==> src/vpi_pkg.sv <==
// Constants, register map and types of the video preamp serial control block
//
// Function
// RL1 - Brightness register sets common offset added after contrast while blanking inactive.
// RL2 - Three 8-bit drive registers set each channel's overall gain.
// RL3 - Drive gain follows contrast, brightness and overlay, scaling overlay too.
// RL4 - Fast blank high: inputs go to clamp reference, outputs follow overlay bits.
// RL5 - Overlay bit low gives brightness level, high gives brightness plus overlay level.
// RL6 - 4-bit overlay level register applies one increment to all channels.
// RL7 - Pattern red=1 green=0 blue=1 with grey bits selects light or dark grey.
// RL8 - Blanking active forces all outputs to infra-black, overriding brightness.
// RL9 - Infra-black sampled by pulse inside blanking; target from common or per-channel.
// RL10 - Clamp config bit 7 routes internal clamp pulse to the sample-and-hold.
// RL11 - Host sets brightness to zero when the internal clamp pulse drives sampling.
// RL12 - Common 4-bit level and three 8-bit per-channel cut-off registers.
// RL13 - Plain DC coupling: host sets mode bit 2 and clears bit 3.
// RL14 - AC or cut-off-control coupling: host sets mode bits 2, 3 and 4.
// RL15 - Feedback coupling: host clears mode bits 2 and 4.
// RL16 - Standby shuts analog off while serial interface and registers keep working.
// RL17 - Respond only to 7-bit slave address 1101110 with write bit.
// RL18 - Write-only interface; no register readback is ever driven.
// RL19 - Write is start, address byte, register byte, data byte, stop, MSB first.
// RL20 - Further register and data pairs follow within one transfer and are accepted.
// RL21 - Power-on reset puts every control register in a defined default.
// RL22 - Clamp config bits select source, sync edge, width and direct external pulse.
// RL23 - Mode bit 0 sets blanking polarity, bit 7 enables green sync clipping.
// RL24 - Acknowledge each accepted byte in ninth clock; latch data after full byte.
// RL25 - Writes to unimplemented addresses are acknowledged and ignored.
package vpi_pkg;
  localparam logic [6:0] SLAVE_ADDR      = 7'h6e;
  localparam int         NUM_REGS        = 13;
  localparam logic [7:0] ADDR_BRIGHTNESS = 8'h02;
  localparam logic [7:0] ADDR_DRIVE_RED  = 8'h03;
  localparam logic [7:0] ADDR_DRIVE_GRN  = 8'h04;
  localparam logic [7:0] ADDR_DRIVE_BLU  = 8'h05;
  localparam logic [7:0] ADDR_COMMON_DC  = 8'h06;
  localparam logic [7:0] ADDR_OSD_LEVEL  = 8'h07;
  localparam logic [7:0] ADDR_CLAMP_CFG  = 8'h08;
  localparam logic [7:0] ADDR_MODE_CTRL  = 8'h09;
  localparam logic [7:0] ADDR_LEVEL_RED  = 8'h0a;
  localparam logic [7:0] ADDR_LEVEL_GRN  = 8'h0b;
  localparam logic [7:0] ADDR_LEVEL_BLU  = 8'h0c;
  localparam logic [7:0] MASK_NIBBLE     = 8'h0f;
  localparam logic [7:0] RST_DRIVE       = 8'hb4;
  localparam logic [7:0] RST_OTHER       = 8'h00;
  localparam int CLAMP_SRC_BLANK_BIT = 0;
  localparam int CLAMP_EDGE_BIT      = 1;
  localparam int CLAMP_WIDTH_LSB     = 2;
  localparam int CLAMP_DIRECT_BIT    = 4;
  localparam int CLAMP_TO_SAMPLE_BIT = 7;
  localparam int MODE_BLANK_POL_BIT  = 0;
  localparam int MODE_COUPLE_A_BIT   = 2;
  localparam int MODE_COUPLE_B_BIT   = 3;
  localparam int MODE_COUPLE_C_BIT   = 4;
  localparam int MODE_LIGHT_GREY_BIT = 5;
  localparam int MODE_DARK_GREY_BIT  = 6;
  localparam int MODE_SYNC_CLIP_BIT  = 7;
  localparam int CLK_PERIOD_NS    = 100;
  localparam int SAMPLE_DELAY_NS  = 300;
  localparam int SAMPLE_WIDTH_NS  = 500;
  localparam int CLAMP_W0_NS      = 300;
  localparam int CLAMP_W1_NS      = 500;
  localparam int CLAMP_W2_NS      = 700;
  localparam int CLAMP_W3_NS      = 900;
  localparam int SAMPLE_DELAY_CYC = (SAMPLE_DELAY_NS + CLK_PERIOD_NS - 1) / CLK_PERIOD_NS;
  localparam int SAMPLE_WIDTH_CYC = (SAMPLE_WIDTH_NS + CLK_PERIOD_NS - 1) / CLK_PERIOD_NS;
  localparam int CLAMP_W0_CYC     = (CLAMP_W0_NS + CLK_PERIOD_NS - 1) / CLK_PERIOD_NS;
  localparam int CLAMP_W1_CYC     = (CLAMP_W1_NS + CLK_PERIOD_NS - 1) / CLK_PERIOD_NS;
  localparam int CLAMP_W2_CYC     = (CLAMP_W2_NS + CLK_PERIOD_NS - 1) / CLK_PERIOD_NS;
  localparam int CLAMP_W3_CYC     = (CLAMP_W3_NS + CLK_PERIOD_NS - 1) / CLK_PERIOD_NS;
  typedef enum logic [2:0] {
    ST_IDLE      = 3'b000,
    ST_ADDR      = 3'b001,
    ST_ACK_ADDR  = 3'b010,
    ST_REG       = 3'b011,
    ST_ACK_REG   = 3'b100,
    ST_DATA      = 3'b101,
    ST_ACK_DATA  = 3'b110,
    ST_SKIP      = 3'b111
  } vpi_state_type;
  typedef enum logic [2:0] {
    SRC_VIDEO    = 3'b000,
    SRC_BRIGHT   = 3'b001,
    SRC_OSD      = 3'b010,
    SRC_LIGHT    = 3'b011,
    SRC_DARK     = 3'b100,
    SRC_INFRA    = 3'b101
  } vpi_src_type;
endpackage

==> src/vpi_control.sv <==
// Serial write slave, control registers and output source selection of the preamp
`timescale 1ns/100ps
`default_nettype none
module vpi_control
  import vpi_pkg::*;
(
  // Clock and reset
  input  wire logic       REF_CLK_I,
  input  wire logic       RSTN_I,
  // Serial bus
  input  wire logic       SCL_I,
  input  wire logic       SDA_I,
  output logic            SDA_O,
  output logic            SDA_OE_O,
  // Video timing and overlay pins
  input  wire logic       FAST_BLANK_IN_I,
  input  wire logic       BLANK_IN_I,
  input  wire logic       OVERLAY_RED_IN_I,
  input  wire logic       OVERLAY_GREEN_IN_I,
  input  wire logic       OVERLAY_BLUE_IN_I,
  input  wire logic       HSYNC_I,
  input  wire logic       POWER_LOW_I,
  // Output source per channel
  output vpi_src_type     SRC_RED_O,
  output vpi_src_type     SRC_GREEN_O,
  output vpi_src_type     SRC_BLUE_O,
  output logic            INPUT_TO_CLAMP_O,
  // Infra-black targets
  output logic [7:0]      TARGET_RED_O,
  output logic [7:0]      TARGET_GREEN_O,
  output logic [7:0]      TARGET_BLUE_O,
  output logic            COMMON_TARGET_O,
  // Pulses
  output logic            BACK_PORCH_CLAMP_PULSE_O,
  output logic            LEVEL_SAMPLE_PULSE_O,
  // Register values to the analog side
  output logic [7:0]      BRIGHTNESS_SETTING_O,
  output logic [7:0]      DRIVE_RED_O,
  output logic [7:0]      DRIVE_GREEN_O,
  output logic [7:0]      DRIVE_BLUE_O,
  output logic [3:0]      COMMON_DC_O,
  output logic [3:0]      OSD_LEVEL_O,
  output logic [7:0]      LEVEL_RED_O,
  output logic [7:0]      LEVEL_GREEN_O,
  output logic [7:0]      LEVEL_BLUE_O,
  output logic            SYNC_CLIP_O,
  output logic            ANALOG_ON_O
);

  // Register file helpers
  function automatic logic reg_known(input logic [7:0] a);
    reg_known = (a >= ADDR_BRIGHTNESS) && (a <= ADDR_LEVEL_BLU);
  endfunction

  function automatic logic [7:0] reg_mask(input logic [7:0] a);
    reg_mask = ((a == ADDR_COMMON_DC) || (a == ADDR_OSD_LEVEL)) ? MASK_NIBBLE : 8'hff;
  endfunction

  function automatic logic [7:0] reg_reset(input int i);
    reg_reset = ((i >= int'(ADDR_DRIVE_RED)) && (i <= int'(ADDR_DRIVE_BLU))) ? RST_DRIVE : RST_OTHER;
  endfunction

  // Overlay and blanking mux for one channel
  function automatic vpi_src_type pick_src(input logic blank, input logic fast, input logic bit_in,
                                           input logic grey, input logic light, input logic dark);
    if (blank) begin
      pick_src = SRC_INFRA;
    end else if (fast && grey && light) begin
      pick_src = SRC_LIGHT;
    end else if (fast && grey && dark) begin
      pick_src = SRC_DARK;
    end else if (fast) begin
      pick_src = bit_in ? SRC_OSD : SRC_BRIGHT;
    end else begin
      pick_src = SRC_VIDEO;
    end
  endfunction

  function automatic logic [3:0] clamp_width(input logic [1:0] sel);
    case (sel)
      2'h0:    clamp_width = 4'(CLAMP_W0_CYC);
      2'h1:    clamp_width = 4'(CLAMP_W1_CYC);
      2'h2:    clamp_width = 4'(CLAMP_W2_CYC);
      default: clamp_width = 4'(CLAMP_W3_CYC);
    endcase
  endfunction

  // Input synchronisers; every pin is asynchronous to the reference clock
  logic [8:0]        meta_r;
  logic [8:0]        sync_r;
  logic [8:0]        sync_d_r;
  logic              scl_s;
  logic              sda_s;
  logic              scl_rise;
  logic              scl_fall;
  logic              start_cond;
  logic              stop_cond;
  logic              blank_act;
  logic              blank_rise;
  logic              hs_rise;
  logic              hs_fall;
  vpi_state_type     state_r;
  logic [3:0]        bit_cnt_r;
  logic [7:0]        shift_r;
  logic [7:0]        reg_addr_r;
  logic [NUM_REGS-1:0][7:0] cfg_r;
  logic              byte_done;
  logic              addr_match;
  logic              wr_en;
  logic [3:0]        cp_cnt_r;
  logic [3:0]        sp_cnt_r;
  logic              clamp_nxt;
  logic              sample_nxt;
  logic              grey_pat;
  logic              ac_mode;

  always_ff @(posedge REF_CLK_I or negedge RSTN_I) begin
    if (!RSTN_I) begin
      meta_r   <= 9'h003;
      sync_r   <= 9'h003;
      sync_d_r <= 9'h003;
    end else begin
      meta_r   <= {POWER_LOW_I, HSYNC_I, BLANK_IN_I, FAST_BLANK_IN_I, OVERLAY_BLUE_IN_I,
                   OVERLAY_GREEN_IN_I, OVERLAY_RED_IN_I, SDA_I, SCL_I};
      sync_r   <= meta_r;
      sync_d_r <= sync_r;
    end
  end

  assign scl_s      = sync_r[0];
  assign sda_s      = sync_r[1];
  assign scl_rise   = scl_s && !sync_d_r[0];
  assign scl_fall   = !scl_s && sync_d_r[0];
  assign start_cond = scl_s && sync_d_r[0] && !sda_s && sync_d_r[1];
  assign stop_cond  = scl_s && sync_d_r[0] && sda_s && !sync_d_r[1];
  assign blank_act  = sync_r[6] ^ cfg_r[ADDR_MODE_CTRL][MODE_BLANK_POL_BIT]; // RL23
  assign blank_rise = blank_act && !(sync_d_r[6] ^ cfg_r[ADDR_MODE_CTRL][MODE_BLANK_POL_BIT]);
  assign hs_rise    = sync_r[7] && !sync_d_r[7];
  assign hs_fall    = !sync_r[7] && sync_d_r[7];
  assign byte_done  = scl_fall && (bit_cnt_r == 4'h8);
  assign addr_match = (shift_r[7:1] == SLAVE_ADDR) && !shift_r[0]; // RL17
  assign wr_en      = byte_done && (state_r == ST_DATA) && reg_known(reg_addr_r);

  // Serial protocol state
  always_ff @(posedge REF_CLK_I or negedge RSTN_I) begin
    if (!RSTN_I) begin
      state_r    <= ST_IDLE;
      bit_cnt_r  <= 4'h0;
      shift_r    <= 8'h00;
      reg_addr_r <= 8'h00;
      SDA_OE_O   <= 1'b0;
    end else if (start_cond) begin
      state_r   <= ST_ADDR; // RL19
      bit_cnt_r <= 4'h0;
      SDA_OE_O  <= 1'b0;
    end else if (stop_cond) begin
      state_r  <= ST_IDLE;
      SDA_OE_O <= 1'b0;
    end else begin
      case (state_r)
        ST_ADDR, ST_REG, ST_DATA: begin
          if (scl_rise && (bit_cnt_r != 4'h8)) begin
            shift_r   <= {shift_r[6:0], sda_s}; // RL19
            bit_cnt_r <= bit_cnt_r + 4'h1;
          end else if (byte_done) begin
            bit_cnt_r <= 4'h0;
            if (state_r == ST_ADDR) begin
              state_r  <= addr_match ? ST_ACK_ADDR : ST_SKIP;
              SDA_OE_O <= addr_match; // RL24
            end else if (state_r == ST_REG) begin
              reg_addr_r <= shift_r;
              state_r    <= ST_ACK_REG;
              SDA_OE_O   <= 1'b1; // RL24
            end else begin
              state_r  <= ST_ACK_DATA;
              SDA_OE_O <= 1'b1; // RL25
            end
          end
        end
        ST_ACK_ADDR, ST_ACK_REG, ST_ACK_DATA: begin
          if (scl_fall) begin
            SDA_OE_O <= 1'b0;
            if (state_r == ST_ACK_REG) begin
              state_r <= ST_DATA;
            end else begin
              state_r <= ST_REG; // RL20
            end
          end
        end
        ST_IDLE, ST_SKIP: begin
          SDA_OE_O <= 1'b0;
        end
        default: begin
          state_r  <= ST_IDLE;
          SDA_OE_O <= 1'b0;
        end
      endcase
    end
  end

  // Pin only ever pulls low; no read path exists
  always_ff @(posedge REF_CLK_I or negedge RSTN_I) begin
    if (!RSTN_I) begin
      SDA_O <= 1'b0;
    end else begin
      SDA_O <= 1'b0; // RL18
    end
  end

  // Control registers, written only once the whole data byte is in
  always_ff @(posedge REF_CLK_I or negedge RSTN_I) begin
    if (!RSTN_I) begin
      for (int i = 0; i < NUM_REGS; i++) begin
        cfg_r[i] <= reg_reset(i); // RL21
      end
    end else if (wr_en) begin
      cfg_r[reg_addr_r[3:0]] <= shift_r & reg_mask(reg_addr_r); // RL24
    end
  end

  // Register values toward the analog blocks
  assign BRIGHTNESS_SETTING_O = cfg_r[ADDR_BRIGHTNESS]; // RL1
  assign DRIVE_RED_O          = cfg_r[ADDR_DRIVE_RED]; // RL2
  assign DRIVE_GREEN_O        = cfg_r[ADDR_DRIVE_GRN];
  assign DRIVE_BLUE_O         = cfg_r[ADDR_DRIVE_BLU];
  assign COMMON_DC_O          = cfg_r[ADDR_COMMON_DC][3:0]; // RL12
  assign OSD_LEVEL_O          = cfg_r[ADDR_OSD_LEVEL][3:0]; // RL6
  assign LEVEL_RED_O          = cfg_r[ADDR_LEVEL_RED];
  assign LEVEL_GREEN_O        = cfg_r[ADDR_LEVEL_GRN];
  assign LEVEL_BLUE_O         = cfg_r[ADDR_LEVEL_BLU];
  assign SYNC_CLIP_O          = cfg_r[ADDR_MODE_CTRL][MODE_SYNC_CLIP_BIT]; // RL23

  // Output source select; drive gain sits after this mux on every source
  assign grey_pat = sync_r[2] && !sync_r[3] && sync_r[4];
  always_ff @(posedge REF_CLK_I or negedge RSTN_I) begin
    if (!RSTN_I) begin
      SRC_RED_O        <= SRC_VIDEO;
      SRC_GREEN_O      <= SRC_VIDEO;
      SRC_BLUE_O       <= SRC_VIDEO;
      INPUT_TO_CLAMP_O <= 1'b0;
    end else begin
      SRC_RED_O   <= pick_src(blank_act, sync_r[5], sync_r[2], grey_pat, // RL4 RL5 RL8 RL3
                              cfg_r[ADDR_MODE_CTRL][MODE_LIGHT_GREY_BIT], cfg_r[ADDR_MODE_CTRL][MODE_DARK_GREY_BIT]);
      SRC_GREEN_O <= pick_src(blank_act, sync_r[5], sync_r[3], grey_pat, // RL7
                              cfg_r[ADDR_MODE_CTRL][MODE_LIGHT_GREY_BIT], cfg_r[ADDR_MODE_CTRL][MODE_DARK_GREY_BIT]);
      SRC_BLUE_O  <= pick_src(blank_act, sync_r[5], sync_r[4], grey_pat,
                              cfg_r[ADDR_MODE_CTRL][MODE_LIGHT_GREY_BIT], cfg_r[ADDR_MODE_CTRL][MODE_DARK_GREY_BIT]);
      INPUT_TO_CLAMP_O <= sync_r[5]; // RL4
    end
  end

  // Infra-black target: common level only with all three coupling bits set
  assign ac_mode = cfg_r[ADDR_MODE_CTRL][MODE_COUPLE_A_BIT] && cfg_r[ADDR_MODE_CTRL][MODE_COUPLE_B_BIT]
                   && cfg_r[ADDR_MODE_CTRL][MODE_COUPLE_C_BIT]; // RL14
  always_ff @(posedge REF_CLK_I or negedge RSTN_I) begin
    if (!RSTN_I) begin
      TARGET_RED_O    <= 8'h00;
      TARGET_GREEN_O  <= 8'h00;
      TARGET_BLUE_O   <= 8'h00;
      COMMON_TARGET_O <= 1'b0;
    end else begin
      TARGET_RED_O    <= ac_mode ? cfg_r[ADDR_COMMON_DC] : cfg_r[ADDR_LEVEL_RED]; // RL9 RL13 RL15
      TARGET_GREEN_O  <= ac_mode ? cfg_r[ADDR_COMMON_DC] : cfg_r[ADDR_LEVEL_GRN];
      TARGET_BLUE_O   <= ac_mode ? cfg_r[ADDR_COMMON_DC] : cfg_r[ADDR_LEVEL_BLU];
      COMMON_TARGET_O <= ac_mode;
    end
  end

  // Back porch clamp pulse; sync assumed positive, so leading edge is the rise
  always_comb begin
    clamp_nxt = 1'b0;
    if (cfg_r[ADDR_CLAMP_CFG][CLAMP_DIRECT_BIT]) begin
      clamp_nxt = sync_r[7]; // RL22
    end else begin
      clamp_nxt = (cp_cnt_r != 4'h0);
    end
  end

  always_ff @(posedge REF_CLK_I or negedge RSTN_I) begin
    if (!RSTN_I) begin
      cp_cnt_r <= 4'h0;
    end else if (cfg_r[ADDR_CLAMP_CFG][CLAMP_SRC_BLANK_BIT] ? blank_rise // RL22
                 : (cfg_r[ADDR_CLAMP_CFG][CLAMP_EDGE_BIT] ? hs_rise : hs_fall)) begin
      cp_cnt_r <= clamp_width(cfg_r[ADDR_CLAMP_CFG][CLAMP_WIDTH_LSB +: 2]);
    end else if (cp_cnt_r != 4'h0) begin
      cp_cnt_r <= cp_cnt_r - 4'h1;
    end
  end

  // Level sample pulse, kept inside the blanking window while clamp config bit 7 is clear
  always_ff @(posedge REF_CLK_I or negedge RSTN_I) begin
    if (!RSTN_I) begin
      sp_cnt_r <= 4'h0;
    end else if (!blank_act) begin
      sp_cnt_r <= 4'h0;
    end else if (blank_rise) begin
      sp_cnt_r <= 4'h1;
    end else if ((sp_cnt_r != 4'h0) && (sp_cnt_r <= 4'(SAMPLE_DELAY_CYC + SAMPLE_WIDTH_CYC))) begin
      sp_cnt_r <= sp_cnt_r + 4'h1;
    end
  end

  always_comb begin
    sample_nxt = 1'b0;
    if (cfg_r[ADDR_CLAMP_CFG][CLAMP_TO_SAMPLE_BIT]) begin
      sample_nxt = clamp_nxt; // RL10 RL11
    end else begin
      sample_nxt = blank_act && (sp_cnt_r > 4'(SAMPLE_DELAY_CYC))
                   && (sp_cnt_r <= 4'(SAMPLE_DELAY_CYC + SAMPLE_WIDTH_CYC)); // RL9
    end
  end

  // Standby only gates the analog side; registers survive
  always_ff @(posedge REF_CLK_I or negedge RSTN_I) begin
    if (!RSTN_I) begin
      BACK_PORCH_CLAMP_PULSE_O <= 1'b0;
      LEVEL_SAMPLE_PULSE_O     <= 1'b0;
      ANALOG_ON_O              <= 1'b0;
    end else begin
      BACK_PORCH_CLAMP_PULSE_O <= clamp_nxt;
      LEVEL_SAMPLE_PULSE_O     <= sample_nxt;
      ANALOG_ON_O              <= !sync_r[8]; // RL16
    end
  end
endmodule // vpi_control
`default_nettype wire

==> config.mk <==
export PLATFORM = sky130hd
export DESIGN_NAME = vpi_control
export DESIGN_NICKNAME = d
export VERILOG_FILES = /design/src/vpi_pkg.sv /design/src/vpi_control.sv
export SDC_FILE = /design/constraint.sdc
export NUM_CORES = 1
export LEC_CHECK = 0
export BUFFER_PORTS_ARGS = -buffer_cell sky130_fd_sc_hd__buf_4
export CORE_UTILIZATION = 55
export DETAILED_ROUTE_END_ITERATION = 12
export PLACE_DENSITY = 0.79
export SETUP_SLACK_MARGIN = 0.2
export SYNTH_ARGS = -nofsm -noshare
export SYNTH_HDL_FRONTEND = slang
export SYNTH_SLANG_ARGS = --single-unit
==> constraint.sdc <==
create_clock -name REF_CLK_I -period 4.2 [get_ports REF_CLK_I]
set_input_delay 1.26 -clock REF_CLK_I [delete_from_list [all_inputs] [get_ports REF_CLK_I]]
set_output_delay 1.26 -clock REF_CLK_I [all_outputs]
set_load 0.01 [all_outputs]
==> metrics.cfg <==
[floorplan]
dieArea_sq_mm=0.0137
start_util=0.569
die_h_microns=117
core_area_sq_mm=0.0128
rows=41
die_x_microns=117
ioPinCount=116

[routing]
wl_per_cell_microns=17.2
drt_iter0_markers=384
drtAntennaViolNets=0
wl_microns=13900
vias=4281
viasPerCell=5.30
drc=0
dr.pass1.iters=5

[power]
leakage_nw=4.33
peakVddDrop_mv=0.240
power_density_mw_per_mm2=448

[sta]
setup_tns_ns=0
fin_ws_ns=1.86
setup_viol=0
slew_viol_final=0
fmax_ghz=0.427
finalHoldViolations=0
worst_slew_pin_slew_ns=0.929
slew_headroom=0.379
rsz0062_at_grt=false
clock_skew_ns=0.00723
period_minus_slack_ns=2.34
post-route-period-util=0.558

[min_path]
hold_depth=0
min_to=sync_r[2]
hold_start=meta_r[2]
hold_class=flop to flop

[setup_path]
cp_slowest_cell=dfstp_2
required_ns=2.94
worstPathArrival_ns=1.08
path_max_fanout=2
timing.rr.end=COMMON_DC_O[3]
worstSetupStartpoint=DRIVE_BLUE_O[2]
rrSetupSlack_ns=1.97
cp-start-kind=flop
worstReg2RegStart=bit_cnt_r[0]
slowest_delay_ns=0.54
critical_path_buf_inv_count=1
cp_cell_sequence=buf_4
crit_type=flop to primary output
r2r_cells=6
cp_top_family=flip-flops
end_kind=primary output

[cells_and_area]
area_delta_synth_final_pct=14.8
fill_cells=892
layout-drive-gt1-share=0.421
largest_reg_flops=16
seq_area_sq_mm=0.00430
finalNetCount=643
top_regs=cfg_r x16, meta_r x9, sync_r x9
n_antenna_cell=0
multiInputGateArea_sq_mm=0.00233
largest_register=cfg_r

[clocking]
cts-htree-levels=4
numClockSinks=171
root_buffer=clkbuf_16
cts-buffers-inserted=17
post_cts_buffers=0
postCtsHoldBufs=0
cts_resized=0
clkLatencyLatePin_ns=0.42
clkSlewWorstSetupHoldPaths_ns=0.06
cts_tree=yes
cts.path.max_buffers=2

[synth]
syn_area_sq_mm=0.00727
synth_nets=586
ys_seq_area_frac=0.592
synth_top_flop_cell=dfrtp_1
synth_seq_cells=171
ys_warn_count=0
async_reset_ff_frac=1.00
synthDistinctLibCells=55
avgSynthCellArea_sq_um=12.8
synth-edff-count=0
syn-instance-count=566

[grt]
antenna_found_initial=0
grt_overflow=0
grt_pass1_wl_microns=22700
grt_usage=0.225
first_global_vias=4392
grt_max_degree=77

[placed_design]
io_buffers=114
dpl.hpwl_microns=9660
dp_slack_ns=1.88
place.gp.congestion=0.795

[run]
cap_violations=0

[outcome]
run_status=finished, final reports clean

[cell usage in the layout (no fill, tap or decap), types with 3 or more instances in the layout]
cell,synthesis,routed
nand4_1,3,3
dfstp_2,18,18
nor3b_1,3,3
nor2_2,4,4
dfrtp_1,153,153
nor2_1,16,16
mux2_2,88,88
buf_4,67,116
clkbuf_16,0,17
nor2b_1,10,10
clkinvlp_4,0,5
o21ai_0,8,8
nand2_1,65,65
nand2b_1,8,8
xnor2_1,5,5
nand3_1,4,4
mux2i_1,5,5
inv_1,19,19
and2b_1,4,4
nor3_1,4,4
mux2_4,6,6
nand3b_1,5,5
clkbuf_1,9,4
a21oi_1,8,8
ha_1,9,9
[cell families (layout without fill, tap and decap cells)]
group | count (synthesis) | count (layout) | synth area share
buffers and inverters | 99 | 169 | 0.0871
other | 1 | 1 | 0.000516
and+or+nand+nor | 142 | 142 | 0.106
adders and majority gates | 9 | 9 | 0.0155
muxes | 99 | 99 | 0.156
DFF | 171 | 171 | 0.592
xor gates and xnor gates | 7 | 7 | 0.00844
AOI/OAI and AO/OA | 38 | 38 | 0.0353
[per-layer routing]
metal | wire (microns) | track usage | up-vias
met5 | 0 | 0 | -
met1 | 5770 | 0.287 | 2173
met4 | 230 | 0.0802 | 0
li1 | - | - | 1964
met3 | 720 | 0.0566 | 21
met2 | 7180 | 0.375 | 123
[Yosys cell counts, types with 8 or more instances]
| master | n | area share |
|---|---|---|
| dfstp_2 | 18 | 0.065 |
| buf_4 | 67 | 0.069 |
| dfrtp_1 | 153 | 0.53 |
| o21ai_0 | 8 | 0.0055 |
| mux2_2 | 88 | 0.14 |
| nor2_1 | 16 | 0.0083 |
| inv_1 | 19 | 0.0098 |
| ha_1 | 9 | 0.015 |
| clkbuf_1 | 9 | 0.0046 |
| nand2b_1 | 8 | 0.0069 |
| nor2b_1 | 10 | 0.0086 |
| a21oi_1 | 8 | 0.0055 |
| nand2_1 | 65 | 0.034 |
[layout make-up]
cell class,instances,share of cell area
Sequential cell,171,0.516
Multi-Input combinational cell,296,0.280
Timing Repair Buffer,117,0.106
Clock buffer,23,0.0561
Tap cell,172,0.0258
Inverter,20,0.00900
Clock inverter,9,0.00780
[per-stage QoR]
step                hold WS (ns)  cell area [sq um]  utilization  std cells  power (W)
finish                     0.344               8340        0.653        808    0.00373
global route               0.358               8340        0.653        808    0.00390
CTS                        0.350               8340        0.653        808    0.00376
detailed placement         0.336               7810        0.611        776    0.00235
global placement           0.333               7810        0.611        776    0.00231
floorplan                  0.331               7270            -        566    0.00215
[worst max path at each step]
stage | slack [ns] | depth (start not counted) | endpoint
detailed placement | 1.88 | 2 | TARGET_GREEN_O[2]
global route | 1.81 | 6 | COMMON_DC_O[1]
global placement | 1.93 | 2 | TARGET_BLUE_O[3]
finish | 1.86 | 1 | DRIVE_BLUE_O[2]
CTS | 1.84 | 1 | DRIVE_BLUE_O[2]
floorplan | 2.33 | 7 | cfg_r[64]
[power by group]
group | total [W] | internal [W] | switching [W]
Clock | 0.00140 | 0.000788 | 0.000616
Sequential | 0.00191 | 0.00174 | 0.000170
Combinational | 0.000415 | 0.000181 | 0.000234
Total | 0.00373 | 0.00271 | 0.00102
Note: power is estimated with default switching activity, not from simulation.
